File: src/hdl/tis_pkg.sv
// Purpose: shared constants and types for the trap and interrupt sequencer
// Assumes: 100 MHz clk_i, classic Wishbone register access
// Notes: one sequence step lasts one master period from the divider
package tis_pkg;

    // clock and master period timing
    localparam real CLK_NS = 10.0;
    localparam real MASTER_PERIOD_NS = 237.5;
    localparam real DRY_NORM_NS = 237.5;
    localparam real DRY_OUT_NS = 170.0;
    localparam int PER_CYC = int'($floor(MASTER_PERIOD_NS / CLK_NS));
    localparam int DRY_NORM_CYC = int'($ceil(DRY_NORM_NS / CLK_NS));
    localparam int DRY_OUT_CYC = int'($ceil(DRY_OUT_NS / CLK_NS));

    // register byte offsets
    localparam logic [7:0] REG_CTRL = 8'h00;
    localparam logic [7:0] REG_CMD = 8'h04;
    localparam logic [7:0] REG_STAT = 8'h08;
    localparam logic [7:0] REG_LADDR = 8'h0c;
    localparam logic [7:0] REG_WDATA = 8'h10;
    localparam logic [7:0] REG_IADDR = 8'h14;

    // control register fields
    localparam int CTL_HALT = 0;
    localparam int CTL_STEP = 1;
    localparam int CTL_JUMP = 2;
    localparam int CTL_IO = 3;
    localparam int CTL_INCM = 4;
    localparam int CTL_SHIFT = 5;
    localparam int CTL_EXTC = 6;
    localparam int CTL_CODE_LSB = 8;
    localparam logic [15:0] CTRL_MASK = 16'h077f;
    localparam logic [15:0] CTRL_RESET = 16'h0000;
    localparam logic [14:0] IADDR_RESET = 15'h0000;

    // command register fields
    localparam int CMD_FETCH = 0;
    localparam int CMD_DOUBLE = 1;
    localparam int CMD_JUMP_AND_MARK = 2;

    // third octal digit codes
    localparam logic [2:0] CODE_ZERO = 3'h0;
    localparam logic [2:0] CODE_TWO = 3'h2;
    localparam logic [2:0] CODE_FOUR = 3'h4;

    // sync vector layout: e bus lines, then trap out, trap in, interrupt
    localparam int SY_TPO = 16;
    localparam int SY_TPI = 17;
    localparam int SY_IRQ = 18;

    typedef enum logic [2:0] {
        S_IDLE = 3'h0, S_P2 = 3'h1, S_P3 = 3'h3, S_P4 = 3'h2,
        S_P5 = 3'h6, S_P6 = 3'h7, S_P7 = 3'h5, S_P8 = 3'h4
    } tis_state_t;

    typedef struct packed {
        tis_state_t st;
        logic [7:0] pcnt;
        logic tick;
        logic clk_en;
        logic [18:0] sy1;
        logic [18:0] sy2;
        logic [18:0] sy3;
        logic [18:0] filt;
        logic dir_out;
        logic icl;
        logic ack;
        logic ack_rel;
        logic tos;
        logic tdo;
        logic drv;
        logic oe;
        logic rcv;
        logic fcy;
        logic trap_in_write;
        logic fry;
        logic dry;
        logic [7:0] dcnt;
        logic [7:0] dry_len;
        logic mstart;
        logic [15:0] wreg;
        logic [14:0] lreg;
        logic [15:0] ebus_out;
        logic [15:0] ctrl;
        logic [14:0] int_addr;
        logic int_taken;
        logic ijmp;
        logic wb_ack;
        logic [31:0] wb_dat;
    } tis_seq_t;

    localparam tis_seq_t SEQ_RESET = '{
        st: S_IDLE, fcy: 1'b1, sy1: '1, sy2: '1, sy3: '1, filt: '1,
        ebus_out: '1, ctrl: CTRL_RESET, int_addr: IADDR_RESET, default: '0
    };

endpackage

File: src/hdl/tis_trap_irq_seq.sv
// Purpose: trap (single word transfer) and interrupt sequencer of a minicomputer cpu
// Assumes: 100 MHz clk_i, sync active-high rst_i, active-low cable inputs and e bus, active-high cable flags
// Notes: cpu control levels come in over Wishbone; memory ports are same-clock
//
// The register offsets and the Wishbone interface to the registers were decided locally.
`timescale 1ns/100ps

module tis_trap_irq_seq
    import tis_pkg::*;
(
    // clock and reset
    input wire logic clk_i,
    input wire logic rst_i,
    // wishbone slave
    input wire logic wb_cyc_i,
    input wire logic wb_stb_i,
    input wire logic wb_we_i,
    input wire logic [7:0] wb_adr_i,
    input wire logic [3:0] wb_sel_i,
    input wire logic [31:0] wb_dat_i,
    output logic [31:0] wb_dat_o,
    output logic wb_ack_o,
    // i/o cable: inputs and e bus data active low, flags and enable active high
    input wire logic trap_out_input_n_i,
    input wire logic trap_in_input_n_i,
    input wire logic interrupt_request_in_n_i,
    input wire logic [15:0] ebus_n_i,
    output logic [15:0] ebus_n_o,
    output logic ebus_oe_o,
    output logic function_ready_o,
    output logic data_ready_strobe_o,
    output logic interrupt_jump_out_o,
    output logic acknowledge_flag_o,
    output logic interrupt_clock_o,
    // cpu and memory side
    input wire logic [15:0] mem_rdata_i,
    output logic first_clock_phase_o,
    output logic mem_start_o,
    output logic full_memory_cycle_o,
    output logic trap_in_write_o,
    output logic [14:0] mem_addr_o,
    output logic [15:0] mem_wdata_o
);

    tis_seq_t s;
    tis_seq_t next_s;
    logic [15:0] abus;
    logic fetch_chk;

    // data output gating, one gate per memory data bit
    genvar gi;
    generate
        for (gi = 0; gi < 16; gi++) begin : g_gate
            logic data_register_bit_n;
            logic gate_n;
            assign data_register_bit_n = ~s.wreg[gi];
            assign gate_n = ~(~data_register_bit_n & s.tdo);
            assign abus[gi] = ~gate_n;
        end
    endgenerate

    function automatic logic [15:0] merge16(input logic [15:0] old, input logic [31:0] dat,
                                            input logic [3:0] sel);
        logic [15:0] r;
        r = old;
        if (sel[0]) begin
            r[7:0] = dat[7:0];
        end
        if (sel[1]) begin
            r[15:8] = dat[15:8];
        end
        return r;
    endfunction

    always_comb begin
        logic wr;
        logic rd;
        logic fetch;
        logic tpo;
        logic tpi;
        logic irq;
        logic trap_request;
        logic trap_block;
        logic int_block;
        logic [2:0] code;
        logic [15:0] ebv;
        logic [15:0] c16;
        wr = 1'b0;
        rd = 1'b0;
        fetch = 1'b0;
        c16 = 16'h0000;
        next_s = s;
        next_s.mstart = 1'b0;
        next_s.wb_ack = 1'b0;
        next_s.tick = 1'b0;

        // cable lines: three stages, a change counts once stages two and three agree
        next_s.sy1 = {interrupt_request_in_n_i, trap_in_input_n_i, trap_out_input_n_i,
                      ebus_n_i};
        next_s.sy2 = s.sy1;
        next_s.sy3 = s.sy2;
        next_s.filt = (s.sy2 & s.sy3) | ((s.sy2 ^ s.sy3) & s.filt);
        tpo = ~s.filt[SY_TPO];
        tpi = ~s.filt[SY_TPI];
        irq = ~s.filt[SY_IRQ];
        ebv = ~s.filt[15:0];
        trap_request = tpo | tpi;
        code = s.ctrl[CTL_CODE_LSB +: 3];

        // master period divider
        if (s.pcnt == 8'(PER_CYC - 1)) begin
            next_s.pcnt = 8'h00;
            next_s.tick = 1'b1;
        end else begin
            next_s.pcnt = s.pcnt + 8'h01;
        end
        if (s.clk_en) begin
            next_s.tos = 1'b0;
        end

        // data-ready width counter
        if (s.dry) begin
            next_s.dry_len = s.dry_len + 8'h01;
            next_s.dcnt = s.dcnt - 8'h01;
            if (s.dcnt == 8'h01) begin
                next_s.dry = 1'b0;
            end
        end

        trap_block = (s.ctrl[CTL_HALT] & (code == CODE_ZERO))
                   | s.ctrl[CTL_INCM];

        if (s.tick) begin
            case (s.st)
                S_IDLE: begin
                    if (trap_request && !trap_block && !s.int_taken) begin
                        next_s.st = S_P2;
                        next_s.icl = 1'b1;
                        next_s.ack = 1'b1;
                        next_s.dir_out = tpo;
                        next_s.tos = s.tos | s.ctrl[CTL_SHIFT];
                    end
                end
                S_P2: begin
                    next_s.st = S_P3;
                    next_s.ack_rel = 1'b1;
                end
                S_P3: begin
                    next_s.st = S_P4;
                    next_s.lreg = ebv[14:0];
                    next_s.fry = 1'b1;
                    next_s.mstart = 1'b1;
                    next_s.wreg = 16'h0000;
                end
                S_P4: begin
                    next_s.st = S_P5;
                    next_s.fry = 1'b0;
                    if (s.dir_out) begin
                        next_s.wreg = mem_rdata_i;
                        next_s.tdo = 1'b1;
                        next_s.drv = 1'b1;
                    end else begin
                        next_s.rcv = 1'b1;
                        next_s.fcy = 1'b0;
                    end
                end
                S_P5: begin
                    next_s.st = S_P6;
                    if (!s.dir_out) begin
                        next_s.trap_in_write = 1'b1;
                    end
                end
                S_P6: begin
                    next_s.st = S_P7;
                    next_s.dry = 1'b1;
                    next_s.dry_len = 8'h00;
                    next_s.dcnt = s.dir_out ? 8'(DRY_OUT_CYC) : 8'(DRY_NORM_CYC);
                    if (!s.dir_out) begin
                        next_s.wreg = ebv;
                        next_s.mstart = 1'b1;
                    end
                end
                S_P7: begin
                    next_s.st = S_P8;
                    next_s.ack = ~s.ack_rel;
                    next_s.tdo = 1'b0;
                    next_s.drv = 1'b0;
                    next_s.rcv = 1'b0;
                    next_s.trap_in_write = 1'b0;
                    next_s.fcy = 1'b1;
                end
                S_P8: begin
                    next_s.st = S_IDLE;
                    next_s.icl = 1'b0;
                    next_s.ack_rel = 1'b0;
                end
                default: begin
                    next_s.st = S_IDLE;
                end
            endcase
        end

        // cpu phases stop from the very tick that starts a trap
        next_s.clk_en = s.tick & ~next_s.icl;

        // e bus drive: data registered from the arithmetic bus, enable registered in the same cycle
        next_s.ebus_out = s.drv ? ~abus : 16'hffff;
        next_s.oe = s.drv;

        // wishbone slave, one wait state, unmapped reads zero
        if (wb_cyc_i && wb_stb_i && !s.wb_ack) begin
            next_s.wb_ack = 1'b1;
            wr = wb_we_i;
            rd = ~wb_we_i;
        end
        next_s.wb_dat = 32'h0000_0000;
        if (rd) begin
            case (wb_adr_i)
                REG_CTRL: next_s.wb_dat = {16'h0000, s.ctrl};
                REG_STAT: next_s.wb_dat = {21'h000000, irq, trap_request, s.ijmp, s.int_taken,
                                           s.dir_out, s.tos, s.ack, s.icl, s.st};
                REG_LADDR: next_s.wb_dat = {17'h00000, s.lreg};
                REG_WDATA: next_s.wb_dat = {16'h0000, s.wreg};
                REG_IADDR: next_s.wb_dat = {17'h00000, s.int_addr};
                default: next_s.wb_dat = 32'h0000_0000;
            endcase
        end
        if (wr && wb_adr_i == REG_CTRL) begin
            next_s.ctrl = merge16(s.ctrl, wb_dat_i, wb_sel_i) & CTRL_MASK;
        end
        if (wr && wb_adr_i == REG_IADDR) begin
            c16 = merge16({1'b0, s.int_addr}, wb_dat_i, wb_sel_i);
            next_s.int_addr = c16[14:0];
        end
        fetch = wr && (wb_adr_i == REG_CMD) && wb_sel_i[0] && wb_dat_i[CMD_FETCH];

        // interrupt acceptance and instruction fetch
        int_block = s.ctrl[CTL_EXTC]
                  | s.ctrl[CTL_HALT] | s.ctrl[CTL_STEP]
                  | s.ctrl[CTL_JUMP] | s.ctrl[CTL_IO]
                  | (s.ctrl[CTL_SHIFT] & (code == CODE_FOUR))
                  | s.icl;
        if (fetch) begin
            // a trap starting in this cycle keeps its mark
            if (s.st != S_IDLE || !next_s.icl) begin
                next_s.tos = 1'b0;
            end
            if (s.int_taken && wb_dat_i[CMD_DOUBLE]) begin
                next_s.int_addr = s.int_addr + 15'h0001;
                if (wb_dat_i[CMD_JUMP_AND_MARK] && code == CODE_TWO) begin
                    next_s.ijmp = 1'b1;
                end
            end else begin
                next_s.int_taken = 1'b0;
                next_s.ijmp = 1'b0;
            end
        end
        // the clear wins over a new request in the same cycle; a request still present is taken the cycle after
        if (irq && !int_block && !s.int_taken) begin
            next_s.int_taken = 1'b1;
        end
    end

    always_ff @(posedge clk_i) begin
        if (rst_i) begin
            s <= SEQ_RESET;
        end else begin
            s <= next_s;
        end
    end

    assign wb_dat_o = s.wb_dat;
    assign wb_ack_o = s.wb_ack;
    assign ebus_n_o = s.ebus_out;
    assign ebus_oe_o = s.oe;
    assign function_ready_o = s.fry;
    assign data_ready_strobe_o = s.dry;
    assign interrupt_jump_out_o = s.ijmp;
    assign acknowledge_flag_o = s.ack;
    assign interrupt_clock_o = s.int_taken;
    assign first_clock_phase_o = s.clk_en;
    assign mem_start_o = s.mstart;
    assign full_memory_cycle_o = s.fcy;
    assign trap_in_write_o = s.trap_in_write;
    assign mem_addr_o = s.lreg;
    assign mem_wdata_o = s.wreg;

    assign fetch_chk = wb_cyc_i && wb_stb_i && !s.wb_ack && wb_we_i
        && wb_adr_i == REG_CMD && wb_sel_i[0] && wb_dat_i[CMD_FETCH];
endmodule

File: config.mk
export PLATFORM = sky130hd
export DESIGN_NAME = tis_trap_irq_seq
export DESIGN_NICKNAME = d
export VERILOG_FILES = /design/src/hdl/tis_pkg.sv /design/src/hdl/tis_trap_irq_seq.sv
export SDC_FILE = /design/constraint.sdc
export NUM_CORES = 1
export LEC_CHECK = 0
export BUFFER_PORTS_ARGS = -buffer_cell sky130_fd_sc_hd__buf_2
export CAP_MARGIN = 20
export CORE_ASPECT_RATIO = 1.2
export CORE_UTILIZATION = 55
export CTS_CLUSTER_DIAMETER = 150
export DETAILED_ROUTE_END_ITERATION = 10
export PLACE_DENSITY = 0.77
export SLEW_MARGIN = 20
export SYNTH_ARGS = -nofsm -noshare
export SYNTH_HDL_FRONTEND = slang
export SYNTH_SLANG_ARGS = --single-unit
File: constraint.sdc
create_clock -name clk_i -period 2.4 [get_ports clk_i]
set_input_delay 0.36 -clock clk_i [delete_from_list [all_inputs] [get_ports clk_i]]
set_output_delay 0.36 -clock clk_i [all_outputs]
set_load 0.02 [all_outputs]
==> metrics.md, run 1 <==
| Metric | Value |
|---|---|
| Status | `complete, no violations` |
| Final Skew | `0.0111 ns` |
| Drt first pass iters | `7` |
| Remaining DRCs | `0` |
| Worst setup EP type | `register` |
| Layout cell share with drive strength beyond 1 | `0.277` |
| Post-synthesis sequential area ratio | `0.469` |
| Yosys warnings | `0` |
| Routed Antenna Nets | `0` |
| FMAX | `522 MHz` |
| Crit-path max FO | `10` |
| Initial core utilization | `0.567` |
| Global-route congestion overflow total | `0` |
| Non-Filler Instances | `1184` |
| Core Rows | `49` |
| Ant. Diodes | `0` |
| CTS Sinks | `200` |
| Yosys cell types | `62` |
| Synth Register Bits | `200` |
| Setup CP Type | `reg -> reg` |
| Total die area | `16000 sq um` |
| Post-synth EDFFs | `0` |
| Area Growth Syn to Fin | `11.6%` |
| Die Y | `139 um` |
| Clock buffer depth | `2` |
| Vias in the first global route | `6004` |
| Wirelength per Cell | `16.6 um` |
| Largest net degree at the start of global routing | `131` |
| Vias/cell | `5.61` |
| WL final | `19.7 mm` |
| Worst Path Required | `2.76 ns` |
| Slew HR | `0.526` |
| Peak supply drop | `0.000465 V` |
| Post-cts resize count | `0` |
| GRT Overall Usage | `0.250` |
| First-pass GRT wire length | `30.9 mm` |
| Via count | `6648` |
| CORE AREA | `15100 sq um` |
| Fin. Hold Viols | `0` |
| Startpoint Class | `register` |
| Post-CTS Hold Buffers | `0` |
| Antenna violations before repair | `0` |
| Die X | `116 um` |
| Final Util | `0.632` |
| Hpwl dp | `14.2 mm` |
| Synthesized area per cell | `9.41 sq um` |
| Fin. max-slew vios | `0` |
| Synth cell count leaders | `dfxtp_1, nor2_1, buf_4` |
| Period minus WS final | `1.92 ns` |
| Total power | `6.49 mW` |
| Post-CTS Setup Repair Bufs | `0` |
| Static leakage | `3.71 nW` |
| Nets | `1075` |
| Setup_tns | `0 ns` |
| Fin area | `9540 sq um` |
| TritonCTS Buffers | `17` |
| Async SR Flop Fraction | `0` |
| Top-area cell type share of the netlist area | `0.469` |
| Clock H-tree levels | `4` |
| Worst Max-Slew Pin Slew | `0.709 ns` |
| Largest cells by area after synthesis | `dfxtp_1, buf_4, nor2_1` |
| # IOs | `174` |
| Final setup fails | `0` |
| DRT iter0 DRCs | `644` |
| Final Wtd Congestion | `0.909` |
| Clk slew on worst S/H paths | `0.07 ns` |
| Synthesized cell area | `8550 sq um` |
| Hold Crit Class | `in -> reg` |
| RSZ-0062 raised after global routing | `no` |
| Worst skew pair latency | `0.44 ns` |
| Most common cell in the synthesized netlist | `dfxtp_1` |
| Top cell type by total area after synthesis | `dfxtp_1` |
| Fin crit share | `0.798` |
| I/O Buffers | `138` |
| Synth Flop Type | `dfxtp_1` |
| Dpl cells | `1152` |
| Maxcap violations | `0` |
| Crit path DAT | `2.28 ns` |
| Clock Tree Root | `clkbuf_16` |
| CTS tree | `yes` |
| Post-Synthesis Cells | `908` |
| PD cells | `681 nW/um^2` |
| Placed Area | `8950 sq um` |
## power by group
part / switching [mW] / internal (mW) / leakage [nW]
logic: 0.170 / 0.120 / 1.80
registers: 0.0317 / 3.37 / 1.63
clock network: 1.32 / 1.47 / 0.285
total: 1.53 / 4.97 / 3.71
## cells in the final DEF, fill, tap and decap left out, types with 13 or more instances in the layout
cell type	instances
o21ai_0	15
or2_2	57
a211oi_1	37
inv_1	14
nor2_1	103
nand2_1	50
clkbuf_16	17
dfxtp_1	200
a31oi_1	13
a211o_1	20
ha_1	24
nand4_1	15
conb_1	16
buf_2	137
a21oi_1	30
buf_4	27
mux2i_1	13
## sequential cells by signal, indices dropped and copies added (netlist names), 15 cells and up, named ones only
name,count
wb_dat_o,16
mem_addr_o,15
s,86
next_s,38
ebus_n_o,16
mem_wdata_o,16
## logic make-up after synthesis
logic type	synth area share
simple gates	0.199
flops	0.469
compound gates	0.155
buf+inv	0.103
fa+ha+maj	0.0351
mux	0.0258
xor+xnor	0.0133
other cells	0.000439
## worst max-delay path, cell delays in order, from the launching register on
cell	delay (ns)
dfxtp_1	0.33
and4b_1	0.47
nand4_1	0.29
or4_1	0.58
a31oi_1	0.16
## area by class of cell
type	count	area (sq um)
multi-input combinational	569	3730
fill	1320	5550
clock inverter	15	161
sequential	200	4000
tap	204	255
clock buffer	17	425
inverter	14	52.6
timing repair buffer	165	908
## metal layers
layer	global-route usage	up-vias	part of all wire	routed length, um
li1	-	3253	-	-
met1	0.329	3099	0.44	8560
met2	0.388	262	0.47	9290
met3	0.0603	34	0.065	1270
met4	0.107	0	0.028	544
met5	0	-	0	0
## stage by stage
stage               hold WS [ns]  setup WS (ns)
global route              0.0786          0.365
floorplan                  0.384          0.580
detailed placement         0.396          0.341
CTS                       0.0846          0.509
finish                    0.0967          0.485
global placement           0.391          0.294
## worst paths after layout
| path | depth (start not counted) | startpoint | end | slack, ns |
|---|---|---|---|---|
| max | 4 | wb_ack_o$_SDFF_PP0_ | s[48]$_SDFF_PP0_ | 0.48 |
| min | 2 | ebus_n_i[0] | next_s[181]$_SDFF_PP1_ | 0.1 |
| max reg2reg | 4 | wb_ack_o$_SDFF_PP0_ | s[48]$_SDFF_PP0_ | 0.48 |
| min reg2reg | 1 | next_s[181]$_SDFF_PP1_ | next_s[162]$_SDFF_PP1_ | 0.41 |
(Power assumes the default switching activity.)
==> run 2, diff against run 1 <==
--- a/config.mk
+++ b/config.mk
@@ -8,10 +8,10 @@
 export BUFFER_PORTS_ARGS = -buffer_cell sky130_fd_sc_hd__buf_2
 export CAP_MARGIN = 20
 export CORE_ASPECT_RATIO = 1.2
-export CORE_UTILIZATION = 55
+export CORE_UTILIZATION = 50
 export CTS_CLUSTER_DIAMETER = 150
 export DETAILED_ROUTE_END_ITERATION = 10
-export PLACE_DENSITY = 0.77
+export PLACE_DENSITY = 0.74
 export SLEW_MARGIN = 20
 export SYNTH_ARGS = -nofsm -noshare
 export SYNTH_HDL_FRONTEND = slang
==> constraint.sdc (replaced) <==
create_clock -name clk_i -period 1.7 [get_ports clk_i]
set_input_delay 0.255 -clock clk_i [delete_from_list [all_inputs] [get_ports clk_i]]
set_output_delay 0.255 -clock clk_i [all_outputs]
set_load 0.02 [all_outputs]
==> metrics.md, run 2 (synthesis results as in run 1) <==
| Metric | Value |
|---|---|
| FMAX | `586 MHz (+12%)` |
| Antenna violations before repair | `0 (unchanged)` |
| Drt first pass iters | `5 (-2)` |
| WL final | `21.6 mm (+9.6%)` |
| Static leakage | `4.09 nW (+10%)` |
| Vias/cell | `5.55 (-1.1%)` |
| Clock Tree Root | `clkbuf_16` |
| Clk slew on worst S/H paths | `0.07 ns (about the same)` |
| Maxcap violations | `0 (unchanged)` |
| CTS Sinks | `200 (unchanged)` |
| Ant. Diodes | `0 (unchanged)` |
| Most common cell after layout, fill and taps aside | `dfxtp_1` |
| Initial core utilization | `0.509 (-0.0575)` |
| Period minus WS final | `1.71 ns (-0.210 ns)` |
| Final Skew | `0.0143 ns (+0.00319 ns)` |
| CTS tree | `yes` |
| Layout cell share with drive strength beyond 1 | `0.316 (+0.0398)` |
| Worst setup EP type | `register` |
| TritonCTS Buffers | `17 (unchanged)` |
| Hold Crit Class | `in -> reg` |
| Nets | `1152 (+7.2%)` |
| Fin. max-slew vios | `0 (unchanged)` |
| Routed Antenna Nets | `0 (unchanged)` |
| Status | `complete, but fails checks` |
| Total power | `9.12 mW (+41%)` |
| Largest net degree at the start of global routing | `77 (-41%)` |
| Startpoint Class | `register` |
| GRT Overall Usage | `0.249 (-0.000513)` |
| Placed Area | `9440 sq um (+5.4%)` |
| PD cells | `892 nW/um^2 (+31%)` |
| Die X | `121 um (+4.8%)` |
| Setup_tns | `-0.00557 ns (-0.00557 ns)` |
| Worst Path Required | `2.02 ns (-0.74 ns)` |
| Reg with most FFs | `s` |
| Fin area | `10200 sq um (+7.2%)` |
| Setup CP Type | `reg -> reg` |
| Total die area | `17600 sq um (+9.8%)` |
| Fin. Hold Viols | `0 (unchanged)` |
| Via count | `7064 (+6.3%)` |
| I/O Buffers | `138 (unchanged)` |
| CORE AREA | `16800 sq um (+11%)` |
| Crit path DAT | `2.03 ns (-0.25 ns)` |
| Clock buffer depth | `2 (unchanged)` |
| Pre-CTS WS | `-0.185 ns (-0.526 ns)` |
| Remaining DRCs | `0 (unchanged)` |
| Hpwl dp | `15.7 mm (+10%)` |
| Area Growth Syn to Fin | `19.6%` |
| Final setup fails | `1 (+1)` |
| Global-route congestion overflow total | `0 (unchanged)` |
| First-pass GRT wire length | `34.0 mm (+9.8%)` |
| Failing checks | `setup timing` |
| DRT iter0 DRCs | `590 (-8.4%)` |
| Wirelength per Cell | `16.9 um (+2.0%)` |
| Die Y | `145 um (+4.8%)` |
| Core Rows | `52 (+6.1%)` |
| RSZ-0062 raised after global routing | `yes` |
| Peak supply drop | `0.000635 V (+37%)` |
| Fin crit share | `1.00 (+0.205)` |
| Worst skew pair latency | `0.44 ns (about the same)` |
| Non-Filler Instances | `1272 (+7.4%)` |
| Commonest non-fill, non-tap cells in the layout | `dfxtp_1, buf_2, nor2_1, buf_4, or2_2` |
| Final Wtd Congestion | `0.912 (+0.32%)` |
| Dpl cells | `1219 (+5.8%)` |
| Crit-path max FO | `5 (-5)` |
| Clock H-tree levels | `4 (unchanged)` |
| Filler instances | `1458 (+10%)` |
| Max reg flops | `86 (unchanged)` |
| Final worst slack | `-0.00557 ns (-0.490 ns)` |
| # IOs | `174 (unchanged)` |
| Vias in the first global route | `6485 (+8.0%)` |
==> run 2: per-layer routing <==
metal,vias up,part of all wire,GRT usage
met3,42,0.057,0.0468
li1,3419,-,-
met5,-,0,0
met4,0,0.030,0.117
met1,3332,0.42,0.309
met2,271,0.49,0.413
==> run 2: worst paths after layout <==
kind / startpoint / endpoint / slack, ns / cells past startpoint
max: wb_ack_o$_SDFF_PP0_ / s[47]$_SDFF_PP0_ / -0.006 / 6
min: wb_stb_i / wb_ack_o$_SDFF_PP0_ / 0.06 / 3
max reg2reg: wb_ack_o$_SDFF_PP0_ / s[47]$_SDFF_PP0_ / -0.006 / 6
min reg2reg: next_s[197]$_SDFF_PP1_ / next_s[178]$_SDFF_PP1_ / 0.41 / 1
==> run 2: metrics by stage <==
stage                     hold slack, ns   util
after global placement             0.391  0.562
after CTS                         0.0554  0.607
after global routing              0.0698  0.609
after detailed placement           0.394  0.562
after floorplan                    0.359      -
final                             0.0649  0.609
==> run 2: repair_timing <==
item / CTS / global route
hold endpoints to repair: 19 / 0
endpoints found under the setup margin: 4 / 10
gates resized for setup: 2 / 6
pin swaps: 1 / 4
hold buffers: 19 / 0
setup buffers: 2 / 1
==> run 2: power by group <==
group / total [mW] / switching (mW) / internal, mW
clock: 3.82 / 1.86 / 1.96
combinational: 0.496 / 0.261 / 0.235
sequential: 4.81 / 0.0453 / 4.77
==> run 2: critical path: stages (launching register included) <==
cell	delay (ns)
dfxtp_2	0.33
and4b_2	0.34
nand4_1	0.20
buf_4	0.20
buf_4	0.14
nor4_2	0.29
nor3b_2	0.08
==> run 2: final cells by class <==
cell class	count	area, sq um	share of cell area
Sequential cell	200	4010	0.392
Multi-Input combinational cell	569	3740	0.366
Timing Repair Buffer	242	1600	0.157
Clock buffer	19	443	0.0433
Tap cell	216	270	0.0264
Clock inverter	12	108	0.0105
Inverter	14	52.6	0.00514
==> run 3, diff against run 2 <==
--- a/config.mk
+++ b/config.mk
@@ -7,7 +7,7 @@
 export LEC_CHECK = 0
 export BUFFER_PORTS_ARGS = -buffer_cell sky130_fd_sc_hd__buf_2
 export CAP_MARGIN = 20
-export CORE_ASPECT_RATIO = 1.2
+export CORE_ASPECT_RATIO = 1.5
 export CORE_UTILIZATION = 50
 export CTS_CLUSTER_DIAMETER = 150
 export DETAILED_ROUTE_END_ITERATION = 10
==> metrics.md, run 3 (synthesis results as in run 1) <==
| Metric | Value |
|---|---|
| Status | `complete, no violations` |
| Pre-CTS WS | `-0.158 ns (+0.0267 ns)` |
| Setup_tns | `0 ns (+0.00557 ns)` |
| GRT Overall Usage | `0.253 (+0.00319)` |
| Ant. Diodes | `0 (unchanged)` |
| Fin area | `10300 sq um (+0.88%)` |
| Crit-path max FO | `7 (+2)` |
| Clock network power share | `0.442 (+0.024)` |
| Fin crit share | `0.982 (-0.0217)` |
| Vias/cell | `5.55 (about the same)` |
| CTS Sinks | `200 (unchanged)` |
| Setup CP Type | `reg -> reg` |
| Maxcap violations | `0 (unchanged)` |
| Die X | `109 um (-10%)` |
| Total die area | `17600 sq um (about the same)` |
| Fin. max-slew vios | `0 (unchanged)` |
| Filler instances | `1433 (-1.7%)` |
| Switch share | `0.221 (-0.0156)` |
| Most common cell after layout, fill and taps aside | `dfxtp_1` |
| Max reg flops | `86 (unchanged)` |
| R2R depth | `7 (+1)` |
| Via count | `7030 (-0.48%)` |
| Hold Crit Class | `in -> reg` |
| Final Wtd Congestion | `0.903 (-0.98%)` |
| Placed Area | `9430 sq um (about the same)` |
| Hold_sp | `trap_in_input_n_i` |
| Comb power frac | `0.054 (about the same)` |
| Slew HR | `0.628` |
| Hold-critical path depth | `2 (-1)` |
| WL final | `21.6 mm (+0.30%)` |
| Commonest non-fill, non-tap cells in the layout | `dfxtp_1, buf_2, nor2_1, buf_4, or2_2` |
| Setup slack, reg-to-reg | `0.03 ns (+0.04 ns)` |
| I/O Buffers | `138 (unchanged)` |
| Area Growth Syn to Fin | `20.7%` |
| Worst setup EP type | `register` |
| Final worst slack | `0.0314 ns (+0.0369 ns)` |
| PD cells | `924 nW/um^2 (+3.6%)` |
| Core Rows | `58 (+12%)` |
| Static leakage | `4.12 nW (+0.86%)` |
| Crit path DAT | `2.00 ns (-0.03 ns)` |
| Reg2reg end | `s[47]$_SDFF_PP0_` |
| Clock Tree Root | `clkbuf_16` |
| Routed Antenna Nets | `0 (unchanged)` |
| Clk slew on worst S/H paths | `0.07 ns (about the same)` |
| Hpwl dp | `16.0 mm (+1.7%)` |
| Layout cell share with drive strength beyond 1 | `0.323 (+0.00632)` |
| Nets | `1153 (+0.087%)` |
| Final Util | `0.615 (+0.00619)` |
| Clock H-tree levels | `4 (unchanged)` |
| Fin. Hold Viols | `0 (unchanged)` |
| Sequential power share | `0.504 (-0.023)` |
| # IOs | `174 (unchanged)` |
| Initial core utilization | `0.510 (+0.000684)` |
| Final setup fails | `0 (-1)` |
| Antenna violations before repair | `0 (unchanged)` |
| Period minus WS final | `1.67 ns (-0.0369 ns)` |
| Reg-to-Reg Start | `wb_ack_o$_SDFF_PP0_` |
| Drt first pass iters | `5 (unchanged)` |
| Global-route congestion overflow total | `0 (unchanged)` |
| Worst Path Required | `2.03 ns (about the same)` |
| NetSw | `2.11 mW (-2.3%)` |
| CTS tree | `yes` |
| Die Y | `162 um (+12%)` |
| FMAX | `599 MHz (+2.2%)` |
| Hold Path Sink | `next_s[198]$_SDFF_PP1_` |
| Peak supply drop | `0.000671 V (+5.6%)` |
| Startpoint Class | `register` |
| DRT iter0 DRCs | `538 (-8.8%)` |
| Reg with most FFs | `s` |
| First-pass GRT wire length | `33.8 mm (-0.65%)` |
| Worst Max-Slew Pin Slew | `0.551 ns` |
| Wirelength per Cell | `17.1 um (+0.69%)` |
| TritonCTS Buffers | `17 (unchanged)` |
| Final Skew | `0.0105 ns (-0.00383 ns)` |
| Worst skew pair latency | `0.44 ns (about the same)` |
| Internal | `7.42 mW (+6.7%)` |
| CORE AREA | `16800 sq um (-0.13%)` |
| Vias in the first global route | `6436 (-0.76%)` |
| Remaining DRCs | `0 (unchanged)` |
| Clock buffer depth | `2 (unchanged)` |
| RSZ-0062 raised after global routing | `yes` |
| Largest net degree at the start of global routing | `46 (-40%)` |
run 3: repair_timing:
item                                    CTS  global route
buffers inserted                          2             1
gates resized for setup                   1            12
endpoints found under the setup margin    4            15
hold buffers                             18             0
hold endpoints to repair                 18             0
pin swaps                                 1            11
run 3: critical path: stages, from the launching register on:
cell	delay (ns)
dfxtp_2	0.32
and4b_2	0.37
buf_4	0.14
buf_4	0.11
buf_4	0.15
nand4_1	0.18
o21bai_1	0.22
nor3b_2	0.06
run 3: per-stage QoR:
stage	power (mW)	std cells	hold slack, ns
floorplan	5.18	923	0.359
global placement	5.37	1215	0.392
detailed placement	5.38	1215	0.394
CTS	9.59	1266	0.00149
global route	9.84	1267	0.00198
finish	9.54	1267	0.0130
run 3: layer usage:
layer	part of all wire	vias up	global-route usage
met1	0.40	3329	0.288
met2	0.51	241	0.437
met3	0.046	58	0.0494
met5	0	-	0
li1	-	3402	-
met4	0.046	0	0.138
run 3: worst max path at each step:
stage	startpoint	endpoint	cells after the start
after global routing	wb_ack_o$_SDFF_PP0_	s[47]$_SDFF_PP0_	5
after detailed placement	wb_adr_i[5]	s[48]$_SDFF_PP0_	5
final	wb_ack_o$_SDFF_PP0_	s[47]$_SDFF_PP0_	7
after floorplan	wb_ack_o$_SDFF_PP0_	s[48]$_SDFF_PP0_	5
after CTS	wb_ack_o$_SDFF_PP0_	s[48]$_SDFF_PP0_	4
after global placement	wb_adr_i[5]	s[48]$_SDFF_PP0_	5
run 3: final cells by class:
| class | count | area, sq um | area share |
|---|---|---|---|
| Sequential cell | 200 | 4010 | 0.389 |
| Multi-Input combinational cell | 569 | 3790 | 0.367 |
| Timing Repair Buffer | 243 | 1590 | 0.154 |
| Clock buffer | 20 | 457 | 0.0443 |
| Tap cell | 210 | 263 | 0.0255 |
| Clock inverter | 11 | 160 | 0.0155 |
| Inverter | 14 | 52.6 | 0.00509 |
run 3: power by group through the flow:
| stage | Clock, mW | Sequential, mW | Combinational (mW) |
|---|---|---|---|
| floorplan | 0 | 4.91 | 0.268 |
| global placement | 0 | 4.91 | 0.457 |
| detailed placement | 0 | 4.92 | 0.467 |
| CTS | 4.27 | 4.81 | 0.504 |
| global route | 4.46 | 4.82 | 0.558 |
| finish | 4.21 | 4.81 | 0.512 |
